===== src/core/otp_prog_map.svh =====
`ifndef OTP_PROG_MAP_SVH
`define OTP_PROG_MAP_SVH

// register byte offsets on the wishbone side
`define OFS_CTRL      4'h0
`define OFS_PATTERN   4'h4
`define OFS_STATUS    4'h8

// control register fields
`define CTRL_GO_PROG  0
`define CTRL_GO_FIN   1
`define CTRL_PC       2

// status register fields
`define ST_BUSY       0
`define ST_DONE       1
`define ST_REFUSED    2
`define ST_SEALED     3
`define ST_STATE_LO   4
`define ST_CELLS_LO   16

// reset values
`define PATTERN_RST   9'h000
`define PC_RST        1'b0

// command bytes sent with data/command select low
`define CMD_FSET_RUN  8'h20
`define CMD_POWER     8'h12
`define CMD_FSET_PD   8'h25
`define CMD_CAL_ENTER 8'h1e
`define CAL_CONT_BIT  7
`define CAL_LAST_BIT  6

// timing figures as printed, and the clock rate
`define CLK_KHZ       125000
`define T_REFRESH_MS  5
`define T_PULSE_MS    120
`define T_SU_GATE_MS  2
`define T_HD_GATE_MS  2
`define T_INT_SU_US   1
`define T_INT_HD_US   1
`define T_DEV_RES_US  10
`define CYC_INT_SU    (`T_INT_SU_US * `CLK_KHZ / 1000)
`define CYC_INT_HD    (`T_INT_HD_US * `CLK_KHZ / 1000)
`define CYC_DEV_RES   (`T_DEV_RES_US * `CLK_KHZ / 1000)

// serial clock half period in system cycles (64 ns period)
`define SCLK_HALF     3'd4

`endif


===== src/core/otp_prog_pkg.sv =====
package otp_prog_pkg;

  // sequencer states
  typedef enum logic [3:0] {
    ST_IDLE    = 4'h0,
    ST_RESET   = 4'h1,
    ST_RES_GAP = 4'h2,
    ST_FSET0   = 4'h3,
    ST_REF     = 4'h4,
    ST_REF_W   = 4'h5,
    ST_FSET1   = 4'h6,
    ST_CAL     = 4'h7,
    ST_SHIFT   = 4'h8,
    ST_INT_SU  = 4'h9,
    ST_SUP_ON  = 4'ha,
    ST_PULSE   = 4'hb,
    ST_SUP_HD  = 4'hc,
    ST_FIN     = 4'hd
  } seq_state_e;

  typedef logic [8:0] cell_vec_t;

endpackage


===== src/core/byte_shifter.sv =====
`timescale 1ns/1ps
`default_nettype none
`include "otp_prog_map.svh"

module byte_shifter
  import otp_prog_pkg::*;
(
  input  wire logic       clk_i,   // system clock
  input  wire logic       rst_i,   // sync reset, active high
  input  wire logic       start_i, // one-cycle request to send a byte
  input  wire logic [7:0] byte_i,  // byte, sent msb first
  input  wire logic       dc_i,    // data/command select for this byte
  output logic            busy_o,  // byte in flight
  output logic            done_o,  // pulse after the last falling edge
  output logic            sce_n_o, // chip enable, active low
  output logic            sclk_o,  // serial clock
  output logic            sdin_o,  // serial data
  output logic            dc_o     // data/command select pin
);

  logic [2:0] half_cnt; // cycles into the current half period
  logic [2:0] bit_idx;  // bit being presented
  logic [7:0] sh;       // shift register, msb on the pin

  //////////////////////////////////////////////////////////////////////////
  // serial engine: data changes only while sclk is low, so the device
  // sees a full half period of set-up before each rising edge
  always_ff @(posedge clk_i) begin
    if (rst_i) begin
      busy_o   <= 1'b0;
      done_o   <= 1'b0;
      sce_n_o  <= 1'b1;
      sclk_o   <= 1'b0;
      sdin_o   <= 1'b0;
      dc_o     <= 1'b0;
      half_cnt <= 3'd0;
      bit_idx  <= 3'd0;
      sh       <= 8'h00;
    end else begin
      done_o <= 1'b0;
      if (!busy_o) begin
        if (start_i) begin // open the frame, present bit 7
          busy_o   <= 1'b1;
          sce_n_o  <= 1'b0;
          dc_o     <= dc_i;
          sdin_o   <= byte_i[7];
          sh       <= byte_i;
          half_cnt <= 3'd0;
          bit_idx  <= 3'd0;
        end
      end else if (half_cnt != `SCLK_HALF - 3'd1) begin
        half_cnt <= half_cnt + 3'd1;
      end else begin
        half_cnt <= 3'd0;
        if (!sclk_o) begin
          sclk_o <= 1'b1; // device samples the bit here
        end else begin
          sclk_o <= 1'b0; // falling edge; after bit 7 the device moves bit 0 into the cell shift register
          if (bit_idx == 3'd7) begin
            busy_o  <= 1'b0;
            done_o  <= 1'b1;
            sce_n_o <= 1'b1;
          end else begin
            bit_idx <= bit_idx + 3'd1;
            sdin_o  <= sh[6];
            sh      <= {sh[6:0], 1'b0};
          end
        end
      end
    end
  end

endmodule // byte_shifter

`default_nettype wire


===== src/core/otp_prog_host.sv =====
`timescale 1ns/1ps
`default_nettype none
`include "otp_prog_map.svh"

module otp_prog_host
  import otp_prog_pkg::*;
#(
  parameter int unsigned REFRESH_CYC = `T_REFRESH_MS * `CLK_KHZ,
  parameter int unsigned PULSE_CYC   = `T_PULSE_MS * `CLK_KHZ,
  parameter int unsigned SU_GATE_CYC = `T_SU_GATE_MS * `CLK_KHZ,
  parameter int unsigned HD_GATE_CYC = `T_HD_GATE_MS * `CLK_KHZ
) (
  input  wire logic        clk_i,         // 125 MHz system clock
  input  wire logic        rst_i,         // sync reset, active high
  // wishbone classic slave
  input  wire logic        cyc_i,         // bus cycle
  input  wire logic        stb_i,         // strobe
  input  wire logic        we_i,          // write enable
  input  wire logic [3:0]  adr_i,         // byte address
  input  wire logic [3:0]  sel_i,         // byte lanes
  input  wire logic [31:0] dat_i,         // write data
  output logic      [31:0] dat_o,         // read data
  output logic             ack_o,         // acknowledge
  // device pins
  output logic             dev_res_n_o,   // device reset, active low
  output logic             sce_n_o,       // serial chip enable, low
  output logic             sclk_o,        // serial clock
  output logic             sdin_o,        // serial data
  output logic             dc_o,          // data/command select
  output logic             prog_supply_o, // program supply pad enable
  output logic             lcd_supply_o   // display supply pad drive
);

  ////////////////////////////////////////////////////////////////////////////
  // declarations
  seq_state_e  state;        // sequencer state
  cell_vec_t   pattern;      // bits to program, trim4 at [8], seal at [0]
  cell_vec_t   cells;        // cells this controller has programmed
  logic        pc_bit;       // power control bit sent in the refresh cmd
  logic        done;         // sticky: last operation finished
  logic        refused;      // sticky: last request refused
  logic        sealed;       // seal cell programmed
  logic [31:0] cnt;          // wait counter, counts down
  logic [3:0]  bit_no;       // cell byte being sent
  logic        launched;     // byte handed to the shifter
  logic        tx_start;     // one-cycle launch pulse
  logic [7:0]  tx_byte;      // byte to launch
  logic        tx_busy;      // shifter in flight
  logic        tx_done;      // shifter finished a byte
  logic        bus_req;      // fresh bus request this cycle
  logic        wr_ctrl;      // write to the control register
  logic        go_prog;      // start a programming pass
  logic        go_fin;       // start the closing reset

  ////////////////////////////////////////////////////////////////////////////
  // helpers

  // count of ones in a cell pattern
  function automatic logic [3:0] ones(input cell_vec_t v);
    logic [3:0] n;
    n = 4'd0;
    for (int i = 0; i < 9; i++) begin
      n = n + {3'd0, v[i]};
    end
    return n;
  endfunction

  // byte for a cell position: continuation, last-byte flag, data bit
  function automatic logic [7:0] cell_byte(input cell_vec_t v,
                                           input logic [3:0] k);
    logic [7:0] b;
    b = 8'h00;
    b[`CAL_CONT_BIT] = 1'b1;                    // stay in mode
    b[`CAL_LAST_BIT] = (k == 4'd8);
    b[0] = v[4'd8 - k];                         // trim4 first, seal last
    return b;
  endfunction

  ////////////////////////////////////////////////////////////////////////////
  // wishbone slave: ack one cycle after the strobe, dropped the next

  assign bus_req = cyc_i & stb_i & ~ack_o;
  assign wr_ctrl = bus_req & we_i & sel_i[0] & (adr_i == `OFS_CTRL);
  assign go_prog = wr_ctrl & dat_i[`CTRL_GO_PROG];
  assign go_fin  = wr_ctrl & dat_i[`CTRL_GO_FIN];

  // acknowledge every access, mapped or not
  always_ff @(posedge clk_i) begin
    if (rst_i) begin
      ack_o <= 1'b0;
    end else begin
      ack_o <= bus_req;
    end
  end

  // read data; unmapped offsets read zero
  always_ff @(posedge clk_i) begin
    if (rst_i) begin
      dat_o <= 32'h0;
    end else if (bus_req && !we_i) begin
      unique case (adr_i)
        `OFS_CTRL: begin
          dat_o <= {29'h0, pc_bit, 2'b00};
        end
        `OFS_PATTERN: begin
          dat_o <= {23'h0, pattern};
        end
        `OFS_STATUS: begin
          dat_o <= {7'h0, cells, 8'h0, state, sealed, refused, done,
                    (state != ST_IDLE)};
        end
        default: begin
          dat_o <= 32'h0;
        end
      endcase
    end
  end

  // pattern and power control bit; frozen while a pass runs
  always_ff @(posedge clk_i) begin
    if (rst_i) begin
      pattern <= `PATTERN_RST;
      pc_bit  <= `PC_RST;
    end else if (bus_req && we_i && state == ST_IDLE) begin
      if (adr_i == `OFS_PATTERN) begin
        if (sel_i[0]) begin
          pattern[7:0] <= dat_i[7:0];
        end
        if (sel_i[1]) begin
          pattern[8] <= dat_i[8];
        end
      end
      if (wr_ctrl) begin
        pc_bit <= dat_i[`CTRL_PC];
      end
    end
  end

  ////////////////////////////////////////////////////////////////////////////
  // serial link to the device

  byte_shifter u_shift (
    .clk_i   (clk_i),
    .rst_i   (rst_i),
    .start_i (tx_start),
    .byte_i  (tx_byte),
    .dc_i    (1'b0),
    .busy_o  (tx_busy),
    .done_o  (tx_done),
    .sce_n_o (sce_n_o),
    .sclk_o  (sclk_o),
    .sdin_o  (sdin_o),
    .dc_o    (dc_o)
  );

  // byte for the current sending state
  always_comb begin
    unique case (state)
      ST_FSET0: tx_byte = `CMD_FSET_RUN;
      ST_REF:   tx_byte = `CMD_POWER | {7'h0, pc_bit};
      ST_FSET1: tx_byte = `CMD_FSET_PD;
      ST_CAL:   tx_byte = `CMD_CAL_ENTER;
      ST_SHIFT: tx_byte = cell_byte(pattern, bit_no);
      default:  tx_byte = 8'h00;
    endcase
  end

  // launch once per byte of a sending state, when the shifter is free
  assign tx_start = !launched && !tx_busy &&
                    (state == ST_FSET0 || state == ST_REF ||
                     state == ST_FSET1 || state == ST_CAL ||
                     state == ST_SHIFT);

  ////////////////////////////////////////////////////////////////////////////
  // sequencer

  // state walk; each wait loads cnt on entry and leaves at zero
  always_ff @(posedge clk_i) begin
    if (rst_i) begin
      state    <= ST_IDLE;
      cnt      <= 32'h0;
      bit_no   <= 4'd0;
      launched <= 1'b0;
    end else begin
      if (tx_start) begin
        launched <= 1'b1;
      end
      unique case (state)
        ST_IDLE: begin
          // a refused request leaves the device untouched
          if (go_fin) begin
            state <= ST_FIN;
            cnt   <= 32'(`CYC_DEV_RES);
          end else if (go_prog && ones(pattern) == 4'd1 &&
                       (pattern & cells) == 9'h0 &&
                       !sealed) begin
            state <= ST_RESET;
            cnt   <= 32'(`CYC_DEV_RES);
          end
        end
        ST_RESET: begin
          // reset also clears bias and range, so the generator is off
          if (cnt == 32'h0) begin
            state <= ST_RES_GAP;
            cnt   <= 32'(`CYC_DEV_RES);
          end else begin
            cnt <= cnt - 32'h1;
          end
        end
        ST_RES_GAP: begin
          if (cnt == 32'h0) begin
            state <= ST_FSET0;
          end else begin
            cnt <= cnt - 32'h1;
          end
        end
        ST_FSET0: begin
          if (tx_done) begin
            state    <= ST_REF;
            launched <= 1'b0;
          end
        end
        ST_REF: begin
          if (tx_done) begin
            state    <= ST_REF_W;
            launched <= 1'b0;
            cnt      <= REFRESH_CYC;
          end
        end
        ST_REF_W: begin
          if (cnt == 32'h0) begin
            state <= ST_FSET1;
          end else begin
            cnt <= cnt - 32'h1;
          end
        end
        ST_FSET1: begin
          if (tx_done) begin
            state    <= ST_CAL;
            launched <= 1'b0;
          end
        end
        ST_CAL: begin
          if (tx_done) begin
            state    <= ST_SHIFT;
            launched <= 1'b0;
            bit_no   <= 4'd0;
          end
        end
        ST_SHIFT: begin
          if (tx_done) begin
            launched <= 1'b0;
            if (bit_no == 4'd8) begin
              state <= ST_INT_SU;
              cnt   <= 32'(`CYC_INT_SU);
            end else begin
              bit_no <= bit_no + 4'd1;
            end
          end
        end
        ST_INT_SU: begin
          if (cnt == 32'h0) begin
            state <= ST_SUP_ON;
            cnt   <= SU_GATE_CYC;
          end else begin
            cnt <= cnt - 32'h1;
          end
        end
        ST_SUP_ON: begin
          if (cnt == 32'h0) begin
            state <= ST_PULSE;
            cnt   <= PULSE_CYC;
          end else begin
            cnt <= cnt - 32'h1;
          end
        end
        ST_PULSE: begin
          if (cnt == 32'h0) begin
            state <= ST_SUP_HD;
            cnt   <= HD_GATE_CYC;
          end else begin
            cnt <= cnt - 32'h1;
          end
        end
        ST_SUP_HD: begin
          // the next serial clock is a full reset away, beyond the hold
          if (cnt == 32'h0) begin
            state <= ST_IDLE;
          end else begin
            cnt <= cnt - 32'h1;
          end
        end
        ST_FIN: begin
          if (cnt == 32'h0) begin
            state <= ST_IDLE;
          end else begin
            cnt <= cnt - 32'h1;
          end
        end
        default: begin
          state <= ST_IDLE;
        end
      endcase
    end
  end

  ////////////////////////////////////////////////////////////////////////////
  // pins driven by the sequencer

  // device reset low in the opening and closing reset states
  always_ff @(posedge clk_i) begin
    if (rst_i) begin
      dev_res_n_o <= 1'b1;
    end else begin
      dev_res_n_o <= !(state == ST_RESET || state == ST_FIN);
    end
  end

  // program supply spans set-up, pulse and hold
  always_ff @(posedge clk_i) begin
    if (rst_i) begin
      prog_supply_o <= 1'b0;
    end else begin
      prog_supply_o <= (state == ST_SUP_ON || state == ST_PULSE ||
                        state == ST_SUP_HD);
    end
  end

  // display supply only during the pulse; the generator is off by reset
  always_ff @(posedge clk_i) begin
    if (rst_i) begin
      lcd_supply_o <= 1'b0;
    end else begin
      lcd_supply_o <= (state == ST_PULSE);
    end
  end

  ////////////////////////////////////////////////////////////////////////////
  // bookkeeping

  // shadow of programmed cells; only the 1 positions get burnt
  always_ff @(posedge clk_i) begin
    if (rst_i) begin
      cells  <= 9'h0;
      sealed <= 1'b0;
    end else if (state == ST_PULSE && cnt == 32'h0) begin
      cells  <= cells | pattern;
      sealed <= sealed | pattern[0];
    end
  end

  // sticky flags; done cleared by a go while idle, refused by any control write that is not itself refused
  always_ff @(posedge clk_i) begin
    if (rst_i) begin
      done    <= 1'b0;
      refused <= 1'b0;
    end else begin
      if ((state == ST_SUP_HD || state == ST_FIN) && cnt == 32'h0) begin
        done <= 1'b1;
      end else if ((go_prog || go_fin) && state == ST_IDLE) begin
        done <= 1'b0;
      end
      if (go_prog && !go_fin && (state != ST_IDLE ||
          ones(pattern) != 4'd1 || (pattern & cells) != 9'h0 || sealed))
      begin
        refused <= 1'b1;
      end else if (wr_ctrl) begin
        refused <= 1'b0;
      end
    end
  end

endmodule // otp_prog_host

`default_nettype wire


===== config.mk =====
export PLATFORM = sky130hd
export DESIGN_NAME = otp_prog_host
export DESIGN_NICKNAME = d
export VERILOG_FILES = /design/src/core/otp_prog_pkg.sv /design/src/core/byte_shifter.sv /design/src/core/otp_prog_host.sv
export VERILOG_INCLUDE_DIRS = /design/src /design/src/core
export SDC_FILE = /design/constraint.sdc
export NUM_CORES = 1
export LEC_CHECK = 0
export BUFFER_PORTS_ARGS = -buffer_cell sky130_fd_sc_hd__buf_4
export CAP_MARGIN = 20
export CORE_UTILIZATION = 40
export CTS_CLUSTER_DIAMETER = 60
export DETAILED_ROUTE_END_ITERATION = 6
export HOLD_SLACK_MARGIN = 0.02
export SYNTH_ARGS = -nofsm -noshare
export SYNTH_HDL_FRONTEND = slang
export SYNTH_SLANG_ARGS = --single-unit

===== constraint.sdc =====
create_clock -name clk_i -period 6.54 [get_ports clk_i]
set_input_delay 0.981 -clock clk_i [delete_from_list [all_inputs] [get_ports clk_i]]
set_output_delay 0.981 -clock clk_i [all_outputs]
set_load 0.005 [all_outputs]

==> impl_metrics.py <==
metrics = {
    "run_status": {
        "status": "complete, no violations",
    },
    "drt": {
        "routed-via-count": 5325,
        "dr.first_iter.drc_count": 458,
        "routed_via_density": 5.81,
        "antenna_left": 0,
        "drc": 0,
        "drt_pre_antenna_iters": 5,
        "wl_per_cell_um": 16.6,
        "drt_wl_total_um": 15200,
    },
    "sta": {
        "finClkSkew_ns": 0.00973,
        "fin_crit_sh_pct": 75.8,
        "maxSlewViolCount": 0,
        "tns_ns": 0,
        "setup_viol": 0,
        "relSlewSlack_pct": 31.2,
        "finalHoldViolCount": 0,
        "min_period_ns": 4.95,
        "worst_pin_slew_ns": 1.03,
        "max_freq_ghz": 0.202,
        "grt_setup_unrepaired": "no",
    },
    "setup_path": {
        "crit_type": "register to register",
        "crit_path_end_kind": "register",
        "cp_max_fo": 23,
        "regToRegSetupSlack_ns": 1.59,
        "reg2regPathDepth": 16,
        "worstSetupEndpoint": "cnt[28]",
        "arrival_ns": 5.25,
        "crit_required_ns": 6.83,
        "rr_endpoint": "cnt[28]",
        "startpoint": "pattern[0]",
        "r2r_start": "pattern[0]",
        "cp-start-kind": "register",
    },
    "power": {
        "power_mw": 2.68,
        "power_frac_clock_pct": 20.8,
        "p_int_mw": 1.45,
        "pwr-share-seq_pct": 28.4,
        "p_sw_mw": 1.23,
        "power_frac_comb_pct": 50.7,
        "power_density_nw_per_um2": 416,
        "peakVddDrop_v": 0.000190,
        "p_sw_share_pct": 45.8,
        "leakagePower_nw": 2.42,
    },
    "yosys": {
        "syn_area_um2": 5770,
        "synth_cell_type_count": 78,
        "synth_seq_cells": 103,
        "ys_seq_area_share_pct": 35.8,
        "synth_async_sr_flop_share_pct": 0,
        "ys.flop_type": "dfxtp_1",
        "synth_area_per_cell_um2": 8.11,
        "ys_top_cells_by_area": "dfxtp_1 (36%), nor2_1 (6.5%), a21oi_1 (6.2%)",
        "yosysTopAreaCellShare_pct": 35.8,
        "synth_edf_count": 0,
        "ys_warn_count": 0,
        "synth_cells": 711,
        "yosysTopAreaCell": "dfxtp_1",
    },
    "cells_and_area": {
        "instances_no_fill": 917,
        "fin_nets": 791,
        "fillers": 1381,
        "regArea_um2": 2060,
        "num_antenna_cells": 0,
        "fin_area_um2": 6440,
        "syn_to_final_growth_pct": 11.7,
        "layout-drive-gt1-share_pct": 13.3,
        "multi_input_area_um2": 3370,
    },
    "cts": {
        "clk_path_buf_depth": 2,
        "clk_latency_ns": 0.36,
        "clkTransAtPathRegs_ns": 0.07,
        "ctsHoldBuffers": 0,
        "clock-sinks": 103,
        "numCtsBuffers": 9,
        "tritoncts": "done",
        "cts_setup_buffers": 0,
        "cts_resized": 0,
        "root_buffer": "clkbuf_16",
        "htreeDepth": 3,
    },
    "floorplan": {
        "die-height_um": 122,
        "ios": 85,
        "core_um2": 14000,
        "start_util_pct": 41.2,
        "die_area_um2": 14900,
        "rows": 43,
        "fp.dieW_um": 122,
    },
    "placed_design": {
        "dpl-instance-area_um2": 6140,
        "gp_congestion": 0.819,
        "io_buffer_count": 44,
        "dp_hpwl_um": 10500,
        "dp_cells": 901,
    },
    "grt": {
        "grt_pass1_wl_um": 25000,
        "grt_antenna_before_repair": 0,
        "grt_max_degree": 93,
        "grt_pass1_vias": 4996,
        "grt.total_usage_pct": 21.5,
        "globalRouteOverflowTotal": 0,
    },
    "min_path": {
        "hp-class": "register to register",
    },
    "run": {
        "max_cap_viol_count": 0,
    },
}
critical path: stages (launching register included):
cell and delay (ns):
dfxtp_1 0.48, inv_1 0.11, fa_1 0.56, fa_1 0.44, fa_1 0.43, inv_1 0.08, fa_1 0.20, inv_1 0.06
fa_1 0.39, a211oi_1 0.26, mux2i_1 0.12, nor3_1 0.27, a21oi_1 0.11, buf_4 0.21, or2_2 0.50, or4_1 0.53
a21oi_1 0.15
cells in the final DEF, fill, tap and decap left out, types with 6 or more instances in the layout:
cell type  Yosys  routed
a211oi_1      11      11
a21oi_1       71      71
a22o_1         6       6
a22oi_1       21      21
buf_4         18      53
clkbuf_16      0       9
conb_1         1      15
dfxtp_1      103     103
ha_1           9       9
inv_1         22      22
mux2i_1       14      14
nand2_1       39      39
nand2b_1       9       9
nand3_1       17      17
nand3b_1       8       8
nor2_1       100     100
nor3_1        32      32
nor4_1        13      13
o21ai_0       39      39
o31ai_1        6       6
or3_1          8       8
or4_1          7       7
xnor2_1       10      10
metrics by stage:
stage | setup slack (ns) | hold WS [ns] | util (%)
after floorplan | 2.40 | 0.436 | -
after global placement | 1.44 | 0.441 | 43.8
after detailed placement | 1.58 | 0.457 | 43.9
after CTS | 1.57 | 0.467 | 46.1
after global routing | 1.31 | 0.475 | 46.1
final | 1.59 | 0.463 | 46.1
worst min-delay path by stage:
| stage | startpoint | endpoint | slack [ns] | cells after the start |
|---|---|---|---|---|
| 4_1_cts | u_shift.bit_idx[1] | u_shift.bit_idx[1] | 0.47 | 2 |
| 5_1_grt | u_shift.bit_idx[1] | u_shift.bit_idx[1] | 0.47 | 2 |
| 3_3_place_gp | u_shift.bit_idx[1] | u_shift.bit_idx[1] | 0.44 | 2 |
| 2_1_floorplan | u_shift.bit_idx[1] | u_shift.bit_idx[1] | 0.44 | 2 |
| 3_5_place_dp | u_shift.bit_idx[1] | u_shift.bit_idx[1] | 0.46 | 2 |
| 6_report | u_shift.bit_idx[2] | u_shift.bit_idx[2] | 0.46 | 2 |
routing by layer:
layer / vias up / track usage [%] / wire, um
met4: 0 / 8.99 / 272
li1: 2598 / - / -
met3: 21 / 4.12 / 888
met5: - / 0 / 0
met1: 2550 / 29.0 / 7080
met2: 156 / 33.5 / 7000
cell type report:
class	count	share of cell area, %
timing repair buffer	53	6.18
inverter	23	1.34
clock buffer	9	3.50
sequential	103	32.0
tap	180	3.50
clock inverter	7	1.18
multi-input combinational	542	52.3
cells in the mapped netlist (all sizes together), types with 5 or more instances:
cell	count
o211ai	5
inv	22
or3	8
nand2	39
dfxtp	103
o31ai	6
xnor2	10
nand2b	9
nor4	17
clkbuf	26
a22o	6
a21oi	71
buf	31
nand3b	8
a211oi	12
nor2b	5
nand3	18
nor3	35
ha	9
nor2	101
o21ai	43
nand4	6
or2	6
and2	5
a22oi	22
mux2i	14
or4	9
fa	5
state kept, by name, indices dropped and copies added (netlist names), 3 cells and up:
name	cells
cnt	32
dat_o	18
u_shift.half_cnt	3
u_shift.sh	7
bit_no	4
u_shift.bit_idx	3
cells	9
pattern	9
state	4
power groups by stage:
| stage | Sequential, mW | Clock (mW) | Combinational, mW |
|---|---|---|---|
| final | 0.762 | 0.559 | 1.36 |
| after global routing | 0.772 | 0.600 | 1.49 |
| after CTS | 0.761 | 0.573 | 1.34 |
| after detailed placement | 0.773 | 0 | 1.34 |
| after global placement | 0.770 | 0 | 1.31 |
| after floorplan | 0.748 | 0 | 1.06 |
cells by family (layout without fill, tap and decap cells):
group,count (synthesis),in the layout,share of synthesized area [%]
AND/OR/NAND/NOR,286,286,26.6
AO/OA/AOI/OAI,197,197,21.8
flip-flops,103,103,35.8
buffers and inverters,80,92,6.71
multiplexers,17,17,3.41
adder cells (fa/ha/maj),14,14,3.69
XOR/XNOR,13,13,1.97
other,1,15,0.0650
Power figures use the tool's default switching activity.
